===== config.mk =====
export PLATFORM = sky130hd
export DESIGN_NAME = buck_regulator_control_regs
export DESIGN_NICKNAME = d
export VERILOG_FILES = /design/src/rtl/buck_pin_edge.v /design/src/rtl/buck_regulator_control_regs.v
export VERILOG_INCLUDE_DIRS = /design/src /design/src/rtl
export SDC_FILE = /design/constraint.sdc
export NUM_CORES = 1
export LEC_CHECK = 0
export BUFFER_PORTS_ARGS = -buffer_cell sky130_fd_sc_hd__clkbuf_2
export CORE_ASPECT_RATIO = 1.5
export CORE_MARGIN = 1.5
export CORE_UTILIZATION = 61
export CTS_BUF_LIST = sky130_fd_sc_hd__clkbuf_8
export DETAILED_ROUTE_END_ITERATION = 6
export GPL_TIMING_DRIVEN = 0
export PLACE_DENSITY = 0.82
export SKIP_CTS_REPAIR_TIMING = 1
export SLEW_MARGIN = 20
export SYNTH_ARGS = -nofsm -noshare
export SYNTH_HDL_FRONTEND = slang
export SYNTH_HIERARCHICAL = 1
export SYNTH_SLANG_ARGS = --single-unit

===== constraint.sdc =====
create_clock -name core_clk_i -period 2.2 [get_ports core_clk_i]
set_input_delay 0.22 -clock core_clk_i [delete_from_list [all_inputs] [get_ports core_clk_i]]
set_output_delay 0.22 -clock core_clk_i [all_outputs]
set_load 0.01 [all_outputs]

===== src/rtl/buck_ctrl_defines.vh =====
// Constants for the buck regulator control register bank.
// Assumes a Verilog-2005 tool flow; included by its bare name.
`ifndef BUCK_CTRL_DEFINES_VH
`define BUCK_CTRL_DEFINES_VH

// Full register addresses (page-resolved, nine bits).
`define ADDR_CHAN_A_CTRL 9'h05D
`define ADDR_CHAN_B_CTRL 9'h05E
`define ADDR_PAGE_CTRL 9'h080
`define ADDR_CUR_LIMIT 9'h0D0
`define ADDR_LOCK_CTRL 9'h056
`define ADDR_POL_01 9'h058
`define ADDR_POL_23 9'h059
`define ADDR_POL_4 9'h05A
`define ADDR_LOCK_LO 9'h0D0
`define ADDR_LOCK_HI 9'h14F
`define ADDR_TOP 9'h17F

// Reset values.
`define RST_CHAN_CTRL 8'h00
`define RST_PAGE_CTRL 8'h00
`define RST_CUR_LIMIT 8'h99
`define RST_ZERO 8'h00

// Channel control field positions.
`define F_VPIN_HI 6
`define F_VPIN_LO 5
`define F_VSEL 4
`define F_PDOFF 3
`define F_EPIN_HI 2
`define F_EPIN_LO 1
`define F_ON 0
`define CTRL_RW_MASK 8'h7F

// Page control fields.
`define F_AUTO_RET 7
`define F_WMODE 6
`define F_PAGE_HI 2
`define F_PAGE_LO 0
`define PAGE_RW_MASK 8'hC7
`define PAGE_ZERO 3'h0

// Lock bit and polarity bit positions.
`define F_LOCK 7
`define F_POL_PIN0 2
`define F_POL_PIN1 6
`define F_POL_PIN2 2
`define F_POL_PIN3 6
`define F_POL_PIN4 2

// Pin assignment codes.
`define PIN_NONE 2'h0
`define PIN_C1 2'h1
`define PIN_C2 2'h2
`define PIN_C3 2'h3

// Serial interface selector.
`define IF_I2C 1'b0
`define IF_SPI 1'b1

`endif


===== src/rtl/buck_pin_edge.v =====
// One channel's pin-driven enable and voltage-select edge logic.
// Assumes the pin levels are already synchronised to core_clk_i.
`timescale 1ns/1ps

module buck_pin_edge (
  input wire core_clk_i,
  input wire rst_n_i,
  input wire [4:0] pins_i,
  input wire [4:0] pol_i,
  input wire [1:0] en_assign_i,
  input wire [1:0] volt_assign_i,
  output wire en_rise_o,
  output wire en_fall_o,
  output wire volt_rise_o,
  output wire volt_fall_o
);
`include "buck_ctrl_defines.vh"

  // Active-level view of each pin, with the polarity from the pin's own setting.
  // A pin is active when its level equals its polarity bit (1 = active high).
  wire [4:0] act = ~(pins_i ^ pol_i);
  reg [4:0] act_r; // Previous active level, for edge detection.
  reg en_act; // Active level of the pin chosen for enable.
  reg volt_act; // Active level of the pin chosen for voltage.
  reg en_prev; // Previous level of the chosen enable pin.
  reg volt_prev; // Previous level of the chosen voltage pin.

  // Enable pin map: 01 pin 0, 10 pin 1, 11 pin 3.
  always @* begin
    en_act = 1'b0;
    en_prev = 1'b0;
    case (en_assign_i)
      `PIN_C1: begin
        en_act = act[0];
        en_prev = act_r[0];
      end
      `PIN_C2: begin
        en_act = act[1];
        en_prev = act_r[1];
      end
      `PIN_C3: begin
        en_act = act[3];
        en_prev = act_r[3];
      end
      default: begin
        en_act = 1'b0;
        en_prev = 1'b0;
      end
    endcase
  end

  // Voltage pin map: 01 pin 1, 10 pin 2, 11 pin 4.
  always @* begin
    volt_act = 1'b0;
    volt_prev = 1'b0;
    case (volt_assign_i)
      `PIN_C1: begin
        volt_act = act[1];
        volt_prev = act_r[1];
      end
      `PIN_C2: begin
        volt_act = act[2];
        volt_prev = act_r[2];
      end
      `PIN_C3: begin
        volt_act = act[4];
        volt_prev = act_r[4];
      end
      default: begin
        volt_act = 1'b0;
        volt_prev = 1'b0;
      end
    endcase
  end

  // History of the active levels; tracked always so a newly chosen pin sees no false edge.
  always @(posedge core_clk_i or negedge rst_n_i) begin
    if (!rst_n_i) begin
      // Pins and polarity bits reset to 0, so every pin starts active; a
      // history of all ones keeps a false edge from following reset.
      act_r <= 5'h1F;
    end else begin
      act_r <= act;
    end
  end

  // Edges are only reported while a pin is assigned.
  assign en_rise_o = (en_assign_i != `PIN_NONE) & en_act & ~en_prev;
  assign en_fall_o = (en_assign_i != `PIN_NONE) & ~en_act & en_prev;
  assign volt_rise_o = (volt_assign_i != `PIN_NONE) & volt_act & ~volt_prev;
  assign volt_fall_o = (volt_assign_i != `PIN_NONE) & ~volt_act & volt_prev;

endmodule // buck_pin_edge


===== src/rtl/buck_regulator_control_regs.v =====
// Control register bank for two buck regulator channels, A and B.
// Assumes a serial front end decodes I2C or SPI into one-cycle read and
// write strobes with an 8-bit in-page address on core_clk_i.
//
// How it works
// - Voltage pin edges pick first or second setting.
// - Voltage pin code: none, pin1, pin2, pin4.
// - Pin polarity comes from pin's own setting.
// - Select bit chooses first or second voltage.
// - Pull-down connected when disabled unless bit set.
// - Enable pin edges turn channel on or off.
// - Enable pin code: none, pin0, pin1, pin3.
// - Auto-return clears page after each access.
// - Write-mode bit: page or repeated write.
// - I2C page maps low or upper register range.
// - SPI page maps three 128-register windows.
// - Current limit nibbles, 4000 mA plus 200 per step.
// - Lock bit blocks writes to 0xD0 through 0x14F.
`timescale 1ns/1ps

module buck_regulator_control_regs (
  input wire core_clk_i,
  input wire rst_n_i,
  input wire if_sel_i,
  input wire wr_i,
  input wire rd_i,
  input wire access_done_i,
  input wire [7:0] addr_i,
  input wire [7:0] wdata_i,
  input wire [4:0] input_pins_i,
  output reg [7:0] rdata_o,
  output reg rvalid_o,
  output reg chan_a_on_o,
  output reg chan_b_on_o,
  output reg chan_a_volt_choice_o,
  output reg chan_b_volt_choice_o,
  output reg chan_a_pulldown_o,
  output reg chan_b_pulldown_o,
  output reg [3:0] chan_a_current_limit_o,
  output reg [3:0] chan_b_current_limit_o,
  output reg repeated_write_o
);
`include "buck_ctrl_defines.vh"

  reg [7:0] chan_a_control_r; // Channel A control.
  reg [7:0] chan_b_control_r; // Channel B control.
  reg [7:0] page_control_r; // Page select, write mode and auto-return.
  reg [7:0] current_limit_r; // Per-phase current limits, B high nibble.
  reg [7:0] lock_ctrl_r; // Holds the voltage lock bit.
  reg [7:0] pol_01_r; // Polarity settings for pins 0 and 1.
  reg [7:0] pol_23_r; // Polarity settings for pins 2 and 3.
  reg [7:0] pol_4_r; // Polarity setting for pin 4.
  reg [4:0] pin_meta_r; // First synchroniser stage, read only by the second.
  reg [4:0] pin_sync_r; // Second synchroniser stage.
  reg [8:0] full_addr; // Page-resolved register address.
  reg addr_ok; // Address falls in the exposed range.
  reg [7:0] rd_mux; // Read data before the output flop.
  wire [4:0] pol; // Active-high flags per pin.
  wire a_en_rise, a_en_fall, a_v_rise, a_v_fall;
  wire b_en_rise, b_en_fall, b_v_rise, b_v_fall;
  wire [2:0] page = page_control_r[`F_PAGE_HI:`F_PAGE_LO];
  wire locked = lock_ctrl_r[`F_LOCK];
  wire wr_ok;

  // Two-flop synchroniser for the asynchronous input pins.
  always @(posedge core_clk_i or negedge rst_n_i) begin
    if (!rst_n_i) begin
      pin_meta_r <= 5'h00;
      pin_sync_r <= 5'h00;
    end else begin
      pin_meta_r <= input_pins_i;
      pin_sync_r <= pin_meta_r;
    end
  end

  // Polarity bits gathered from each pin's configuration register.
  assign pol = {pol_4_r[`F_POL_PIN4], pol_23_r[`F_POL_PIN3], pol_23_r[`F_POL_PIN2],
                pol_01_r[`F_POL_PIN1], pol_01_r[`F_POL_PIN0]};

  // Page resolution: I2C pages 00x/01x, SPI pages 000/001/010.
  always @* begin
    full_addr = 9'h000;
    addr_ok = 1'b0;
    if (if_sel_i == `IF_I2C) begin
      if (page[1] == 1'b0 && page[2] == 1'b0) begin
        full_addr = {1'b0, addr_i};
        addr_ok = 1'b1;
      end else if (page[2] == 1'b0) begin
        full_addr = {1'b1, addr_i};
        addr_ok = (full_addr <= `ADDR_TOP);
      end else begin
        full_addr = 9'h000;
        addr_ok = 1'b0;
      end
    end else begin
      case (page)
        3'h0: begin
          full_addr = {2'b00, addr_i[6:0]};
          addr_ok = ~addr_i[7];
        end
        3'h1: begin
          full_addr = {2'b01, addr_i[6:0]};
          addr_ok = ~addr_i[7];
        end
        3'h2: begin
          full_addr = {2'b10, addr_i[6:0]};
          addr_ok = ~addr_i[7];
        end
        default: begin
          // Higher pages are reserved; the access is simply dropped.
          full_addr = 9'h000;
          addr_ok = 1'b0;
        end
      endcase
    end
  end

  // Writes into the locked range are dropped while the lock bit is set.
  assign wr_ok = wr_i & addr_ok &
                 ~(locked & (full_addr >= `ADDR_LOCK_LO) & (full_addr <= `ADDR_LOCK_HI));

  // Read multiplexer; unmapped addresses read as zero.
  always @* begin
    rd_mux = `RST_ZERO;
    case (full_addr)
      `ADDR_CHAN_A_CTRL: rd_mux = chan_a_control_r;
      `ADDR_CHAN_B_CTRL: rd_mux = chan_b_control_r;
      `ADDR_PAGE_CTRL: rd_mux = page_control_r;
      `ADDR_CUR_LIMIT: rd_mux = current_limit_r;
      `ADDR_LOCK_CTRL: rd_mux = lock_ctrl_r;
      `ADDR_POL_01: rd_mux = pol_01_r;
      `ADDR_POL_23: rd_mux = pol_23_r;
      `ADDR_POL_4: rd_mux = pol_4_r;
      default: rd_mux = `RST_ZERO;
    endcase
    if (!addr_ok) begin
      rd_mux = `RST_ZERO;
    end
  end

  // Channel A pin event decoding.
  buck_pin_edge u_edge_a (
    .core_clk_i(core_clk_i),
    .rst_n_i(rst_n_i),
    .pins_i(pin_sync_r),
    .pol_i(pol),
    .en_assign_i(chan_a_control_r[`F_EPIN_HI:`F_EPIN_LO]),
    .volt_assign_i(chan_a_control_r[`F_VPIN_HI:`F_VPIN_LO]),
    .en_rise_o(a_en_rise),
    .en_fall_o(a_en_fall),
    .volt_rise_o(a_v_rise),
    .volt_fall_o(a_v_fall)
  );

  // Channel B pin event decoding.
  buck_pin_edge u_edge_b (
    .core_clk_i(core_clk_i),
    .rst_n_i(rst_n_i),
    .pins_i(pin_sync_r),
    .pol_i(pol),
    .en_assign_i(chan_b_control_r[`F_EPIN_HI:`F_EPIN_LO]),
    .volt_assign_i(chan_b_control_r[`F_VPIN_HI:`F_VPIN_LO]),
    .en_rise_o(b_en_rise),
    .en_fall_o(b_en_fall),
    .volt_rise_o(b_v_rise),
    .volt_fall_o(b_v_fall)
  );

  // Channel control registers. A pin edge in the same cycle as a host
  // write wins for the bit it touches, so the physical event is not lost.
  always @(posedge core_clk_i or negedge rst_n_i) begin
    if (!rst_n_i) begin
      chan_a_control_r <= `RST_CHAN_CTRL;
      chan_b_control_r <= `RST_CHAN_CTRL;
    end else begin
      if (wr_ok && full_addr == `ADDR_CHAN_A_CTRL) begin
        chan_a_control_r <= wdata_i & `CTRL_RW_MASK;
      end
      if (wr_ok && full_addr == `ADDR_CHAN_B_CTRL) begin
        chan_b_control_r <= wdata_i & `CTRL_RW_MASK;
      end
      if (a_en_rise) begin
        chan_a_control_r[`F_ON] <= 1'b1;
      end else if (a_en_fall) begin
        chan_a_control_r[`F_ON] <= 1'b0;
      end
      if (b_en_rise) begin
        chan_b_control_r[`F_ON] <= 1'b1;
      end else if (b_en_fall) begin
        chan_b_control_r[`F_ON] <= 1'b0;
      end
      if (a_v_rise) begin
        chan_a_control_r[`F_VSEL] <= 1'b1;
      end else if (a_v_fall) begin
        chan_a_control_r[`F_VSEL] <= 1'b0;
      end
      if (b_v_rise) begin
        chan_b_control_r[`F_VSEL] <= 1'b1;
      end else if (b_v_fall) begin
        chan_b_control_r[`F_VSEL] <= 1'b0;
      end
    end
  end

  // Page control. Auto-return clears the page once the access is done;
  // a write to this register in that same cycle still takes its new page.
  always @(posedge core_clk_i or negedge rst_n_i) begin
    if (!rst_n_i) begin
      page_control_r <= `RST_PAGE_CTRL;
    end else if (wr_ok && full_addr == `ADDR_PAGE_CTRL) begin
      page_control_r <= wdata_i & `PAGE_RW_MASK;
    end else if (access_done_i && page_control_r[`F_AUTO_RET]) begin
      page_control_r[`F_PAGE_HI:`F_PAGE_LO] <= `PAGE_ZERO;
    end
  end

  // Remaining configuration registers: limits, lock and pin polarity.
  always @(posedge core_clk_i or negedge rst_n_i) begin
    if (!rst_n_i) begin
      current_limit_r <= `RST_CUR_LIMIT;
      lock_ctrl_r <= `RST_ZERO;
      pol_01_r <= `RST_ZERO;
      pol_23_r <= `RST_ZERO;
      pol_4_r <= `RST_ZERO;
    end else if (wr_ok) begin
      case (full_addr)
        `ADDR_CUR_LIMIT: current_limit_r <= wdata_i;
        `ADDR_LOCK_CTRL: lock_ctrl_r <= wdata_i;
        `ADDR_POL_01: pol_01_r <= wdata_i;
        `ADDR_POL_23: pol_23_r <= wdata_i;
        `ADDR_POL_4: pol_4_r <= wdata_i;
        default: lock_ctrl_r <= lock_ctrl_r;
      endcase
    end
  end

  // Registered outputs toward the regulator analog and the serial front end.
  always @(posedge core_clk_i or negedge rst_n_i) begin
    if (!rst_n_i) begin
      rdata_o <= `RST_ZERO;
      rvalid_o <= 1'b0;
      chan_a_on_o <= 1'b0;
      chan_b_on_o <= 1'b0;
      chan_a_volt_choice_o <= 1'b0;
      chan_b_volt_choice_o <= 1'b0;
      chan_a_pulldown_o <= 1'b1;
      chan_b_pulldown_o <= 1'b1;
      chan_a_current_limit_o <= 4'h9;
      chan_b_current_limit_o <= 4'h9;
      repeated_write_o <= 1'b0;
    end else begin
      rvalid_o <= rd_i;
      if (rd_i) begin
        rdata_o <= rd_mux;
      end
      chan_a_on_o <= chan_a_control_r[`F_ON];
      chan_b_on_o <= chan_b_control_r[`F_ON];
      chan_a_volt_choice_o <= chan_a_control_r[`F_VSEL];
      chan_b_volt_choice_o <= chan_b_control_r[`F_VSEL];
      // Pull-down only while off, and only when not suppressed.
      chan_a_pulldown_o <= ~chan_a_control_r[`F_ON] & ~chan_a_control_r[`F_PDOFF];
      chan_b_pulldown_o <= ~chan_b_control_r[`F_ON] & ~chan_b_control_r[`F_PDOFF];
      // Code n means 4000 mA + 200 mA * n; the analog side scales it.
      chan_a_current_limit_o <= current_limit_r[3:0];
      chan_b_current_limit_o <= current_limit_r[7:4];
      repeated_write_o <= page_control_r[`F_WMODE];
    end
  end

endmodule // buck_regulator_control_regs


## After elaboration in Yosys (flattened, before gate mapping)

Cells that the tools add are included.

- Add/subtract/negate cells: 0
- Multiply operators: 0
- Divide/modulo/power cells: 0
- Magnitude comparators: 3
- Equality and inequality tests: 22
- Shift-type cells: 0
- Muxes and demuxes: 30
- Bitwise logic cells: 40
- Reduce and logical (&&, ||, !) cells: 21

Operator list:

| operator | number |
|---|---|
| one-hot mux 8 bit (8 select lines) | 1 |
| equality test 9 x 7 -> 1 bit (second input constant) | 6 |
| 2-to-1 mux 9 bit | 3 |
| one-hot mux 9 bit (3 select lines) | 1 |
| one-hot mux 1 bit (3 select lines) | 8 |
| bitwise AND 1 bit | 22 |
| equality test 9 x 8 -> 1 bit (second input constant) | 2 |
| <= comparator 9 bit (second input constant) | 2 |
| equality test 2 bit (second input constant) | 8 |
| NOT 1 bit | 16 |
| 2-to-1 mux 1 bit | 12 |
| nonzero test 3 bit | 4 |
| 2-to-1 mux 5 bit | 2 |
| AND reduction 2 bit | 5 |
| nonzero test 2 bit | 5 |
| greater-or-equal comparator 9 x 8 -> 1 bit (second input constant) | 1 |
| equality test 2 x 1 -> 1 bit (second input constant) | 4 |
| 2-to-1 mux 8 bit | 1 |
| 2-to-1 mux 3 bit | 2 |
| logical AND 1 bit | 5 |
| NOT 5 bit | 1 |
| bitwise XOR 5 bit | 1 |
| equality test 3 x 1 -> 1 bit (second input constant) | 1 |
| equality test 3 x 2 -> 1 bit (second input constant) | 1 |
| other kinds (2) | 2 |

- Flip-flop bits (word level): 98
- Latch bits: 0
- Bits in writable memories: 0
- Memory bits (read-only): 0
- Bits of input ports: 27
- Logic and storage cells: 143
- Memories kept: 0

## Logic depth before layout (Yosys ltp)

- Depth in word-level cells: 13
- Depth in mapped cells: 7
- Gate-level depth less buffers: 5

## Cells and area by module

The synthesis kept the hierarchy.

Modules (own cells, without submodules):

| module | times used | cells an instance | area each (um^2) | seq. area each (um^2) |
|---|---|---|---|---|
| buck_regulator_control_regs | 1 | 288 | 4,028.9 | 2,339.7 |
| buck_pin_edge | 2 | 28 | 322.8 | 131.4 |

## Least setup slack after synthesis

No wires, ideal clock.

- Path type: input port to flip-flop
- From: in addr_i[0]
- To: reg current_limit_r[1]
- Library setup time: 0.125 ns
- Data arrival time: 1.968 ns
- Slack: 0.107 ns
- Stages: 6
- Buffers on the path: 1
- Cells stage by stage: or4_4 > buf_6 > nor4_4 > o21ai_2 > nor2_8 > mux2_4

- Longest elaborated chain between the ends: 9

RTL lines:

| element | RTL line | RTL |
|---|---|---|
| from (decl) | buck_regulator_control_regs.v:28 | `input wire [7:0] addr_i,` |
| 2-to-1 mux 9 bit | buck_regulator_control_regs.v:88 | `end else if (page[2] == 1'b0) begin` |
| 2-to-1 mux 9 bit | buck_regulator_control_regs.v:85 | `if (page[1] == 1'b0 && page[2] == 1'b0) begin` |
| 2-to-1 mux 9 bit | buck_regulator_control_regs.v:84 | `` if (if_sel_i == `IF_I2C) begin `` |
| greater-or-equal comparator 9 x 8 -> 1 bit (no line) | - |  |
| bitwise AND 1 bit (2 in a row) | buck_regulator_control_regs.v:120 | `` ~(locked & (full_addr >= `ADDR_LOCK_LO) & (full_addr <= `ADDR_LOCK_HI)); `` |
| NOT 1 bit | buck_regulator_control_regs.v:120 |  |
| bitwise AND 1 bit | buck_regulator_control_regs.v:119 | `assign wr_ok = wr_i & addr_ok &` |
| AND reduction 2 bit (no line) * | - |  |
| to (signal assigned) | buck_regulator_control_regs.v:220 | `` current_limit_r <= `RST_CUR_LIMIT; `` |
| to (signal assigned) | buck_regulator_control_regs.v:227 | `` `ADDR_CUR_LIMIT: current_limit_r <= wdata_i; `` |
| to (decl) | buck_regulator_control_regs.v:48 | `reg [7:0] current_limit_r;` |

Mark *: on every way between the ends. The rest lies on a longest branch, timed or not.
A chain may end at the register's enable or synchronous reset.

## Final worst setup path

- From: reg page_control_r[1]
- To: reg rdata_o[0]

- Longest elaborated chain between the ends: 7

RTL lines:

| element | RTL line | RTL |
|---|---|---|
| from (decl) | buck_regulator_control_regs.v:47 | `reg [7:0] page_control_r;` |
| from (signal assigned) | buck_regulator_control_regs.v:209 | `` page_control_r <= `RST_PAGE_CTRL; `` |
| from (signal assigned) | buck_regulator_control_regs.v:211 | `` page_control_r <= wdata_i & `PAGE_RW_MASK; `` |
| from (signal, indexed assignment) | buck_regulator_control_regs.v:213 | `` page_control_r[`F_PAGE_HI:`F_PAGE_LO] <= `PAGE_ZERO; `` |
| branches (longest 6 deep; another with one-hot mux 9 bit (3 select lines)) | - |  |
| 2-to-1 mux 8 bit * | buck_regulator_control_regs.v:136 | `if (!addr_ok) begin` |
| to (signal assigned) | buck_regulator_control_regs.v:240 | `` rdata_o <= `RST_ZERO; `` |
| to (signal assigned) | buck_regulator_control_regs.v:254 | `rdata_o <= rd_mux;` |
| to (decl) | buck_regulator_control_regs.v:31 | `output reg [7:0] rdata_o,` |

Every way passes the cells marked *.

==> impl_metrics.toml <==
[outcome]
status = "finished, violations left"
failed_checks = "negative setup slack"

[critical_path]
start_kind = "register"
rrSetupSlack_ns = -0.02
cp.arrival_ns = 2.52
rr_worst_depth = 8
worst_path_max_delay_cell = "dfrtp_1"
r2r_start = "page_control_r[1]$_DFFE_PN0P_"
path_depth = 8
path_cells = "or2_1, clkbuf_1, nor3_4, buf_4, clkbuf_2, a32o_1, a211oi_1, o2bb2ai_1"
cp_top_family = "buffers and inverters"
required_ns = 2.50
cp.buffers_inverters = 3
endpoint = "rdata_o[0]$_DFFE_PN0P_"
cp_slowest_stage_delay_ns = 0.44
criticalPathCategory = "register to register"
reg2reg_to = "rdata_o[0]$_DFFE_PN0P_"
worstSetupEndpointType = "register"
critPathLaunch = "page_control_r[1]$_DFFE_PN0P_"
worstPathMaxFanout = 10

[synth]
netlist_area_um2 = 4670
seq_area_frac_synth_pct = 55.7
synth_ff_type = "dfrtp_1"
yosys_warnings = 6
post-synth-top-count-cell = "dfrtp_1"
async_flop_share_pct = 100
ys_ff_latch = 103
synth_cell_types = 58
syn-num-nets = 371
synth_cells = 344
synth_edf_count = 0
ys_top_cells_by_area = "dfrtp_1, dfstp_2, mux2_1, mux2_4, a22o_1"
ys_top_cells_by_count = "dfrtp_1, mux2_1, dfstp_2"
synth_top_area_share_pct = 44.4
synth_area_leader_cell = "dfrtp_1"
synth_area_per_cell_um2 = 13.6

[sta]
max_slew_margin_pct = 44.1
worstMarginPinSlew_ns = 0.836
fin_ws_ns = -0.0164
hold_viol = 0
max_freq_mhz = 451
period_minus_slack_ns = 2.22
timing.final.crit_share_pct = 101
rsz0062_at_grt = "yes"
hold_slack_ns = 0.159
setup_viol = 1
final_max_slew_viol_count = 0
clock_skew_ns = 0.00910

[power_and_ir_drop]
p_per_area_nw_per_um2 = 722
fin_total_pwr_uw = 3980
leakagePower_uw = 0.00249
peakVddDrop_v = 0.000578

[flow_run]
drv_cap = 0

[finish]
multi_input_area_um2 = 2040
fin_nets = 446
drive_above_1_share_pct = 32.3
seq_area_um2 = 2600
diodes = 0
area_growth_pct = 17.8
nFillCells = 482

[drt]
drt-wirelength-per-cell_um = 20.7
vias_per_cell = 6.23
firstDrtPassIters = 6
drt_iter0_drc = 362
drt-total-wl_um = 10800
num_vias = 3267
antenna_left = 0
drc = 0

[clock_tree]
insertion_delay_ns = 0.37
htree_levels = 3
clock_tree.root_cell = "clkbuf_8"
clkSinkCount = 103
cts_buffer_depth = 2
cts_tree = "done"
numCtsBuffers = 9
clk_pin_slew_ns = 0.10

[die]
initial_core_util_pct = 63.8
chipWidth_um = 74.5
io_pins = 51
coreArea_um2 = 7320
die_area_um2 = 8210
die_height_um = 110
rows = 38

[hold_path]
hold_path.class = "input port to register"

[grt]
grt_pass1_vias = 3213
grt_use_total_pct = 27.2
grt_max_degree = 76
antenna_found_initial = 0
grt-ovfl-total = 0
grt_first_pass_wirelength_um = 16200

[placement]
portBuffers = 50
routabilityCongestion = 0.940
dp_hpwl_um = 7360
placed cells by master (no fill, tap or decap), drive strengths merged, types with 3 or more instances in the layout:
cell and instances:
dlygate4sd3 7, o221a 4, xnor2 8, nand3 6, dfrtp 83, a22o 13, nand2 15, nand4 4
mux2i 11, o2bb2ai 10, and3b 3, nor4b 3, nor2b 7, mux2 57, nor2 16, dfstp 20
a211oi 5, and2 4, nor4 6, o21bai 4, xor2 3, a222oi 4, clkbuf 67, nor3 3
o21ai 3, a22oi 13, inv 7, buf 12
routing by layer:
metal | share of wire, % | up-vias | track usage (%)
li1 | - | 1444 | -
met1 | 40 | 1628 | 33.1
met2 | 49 | 147 | 44.0
met3 | 5.4 | 48 | 5.36
met4 | 5.4 | 0 | 16.5
met5 | 0 | - | 0
metrics by stage:
| stage | cells | util [%] | instance area [µm²] | setup TNS, ns | worst slack (ns) |
|---|---|---|---|---|---|
| 5_1_grt | 524 | 75.2 | 5510 | -0.986 | -0.119 |
| 2_1_floorplan | 344 | - | 4670 | 0 | 0.107 |
| 6_report | 524 | 75.2 | 5510 | -0.0164 | -0.0164 |
| 3_3_place_gp | 494 | 69.0 | 5050 | -33.58 | -0.304 |
| 3_5_place_dp | 495 | 69.5 | 5090 | -10.77 | -0.325 |
| 4_1_cts | 511 | 72.5 | 5310 | -6.97 | -0.278 |
power by group:
part / leakage [µW] / internal (µW) / switching [µW]
logic: 0.00105 / 199 / 268
clock network: 0.000118 / 668 / 635
registers: 0.00132 / 2090 / 112
area by class of cell:
cell class | count | share of cell area (%)
inverter | 5 | 0.341
clock inverter | 6 | 1.50
timing repair buffer | 65 | 8.11
multi-input combinational | 224 | 37.1
buffer | 11 | 0.931
clock buffer | 10 | 2.50
sequential | 103 | 47.3
tap | 100 | 2.27
worst min path at each step:
stage / start / slack, ns / to / cells past startpoint
6_report: wdata_i[7] / 0.16 / lock_ctrl_r[7]$_DFFE_PN0P_ / 2
5_1_grt: wdata_i[7] / 0.15 / lock_ctrl_r[7]$_DFFE_PN0P_ / 2
4_1_cts: rst_n_i / -0.28 / current_limit_r[1]$_DFFE_PN0P_ / 1
3_5_place_dp: rst_n_i / 0.12 / current_limit_r[1]$_DFFE_PN0P_ / 1
3_3_place_gp: input_pins_i[2] / 0.33 / pin_meta_r[2]$_DFF_PN0_ / 1
2_1_floorplan: rst_n_i / -0.08 / chan_a_control_r[0]$_DFFE_PN0P_ / 0
flip-flops by register name (all words and copies together) (netlist names), 4 cells and up:
register	cells
pin_meta_r	5
rdata_o	8
u_edge_a/act_r	5
chan_b_control_r	7
chan_a_control_r	7
pol_4_r	8
chan_a_current_limit_o	4
current_limit_r	8
pin_sync_r	5
lock_ctrl_r	8
pol_23_r	8
page_control_r	5
chan_b_current_limit_o	4
pol_01_r	8
u_edge_b/act_r	5
kinds of logic after synthesis:
family / count (synthesis) / synth area share [%]
mux: 68 / 17.0
simple gates: 78 / 11.5
flops: 103 / 55.7
compound gates: 67 / 12.2
buf+inv: 17 / 1.55
xor+xnor: 11 / 2.06
Power figures use the tool's default switching activity.
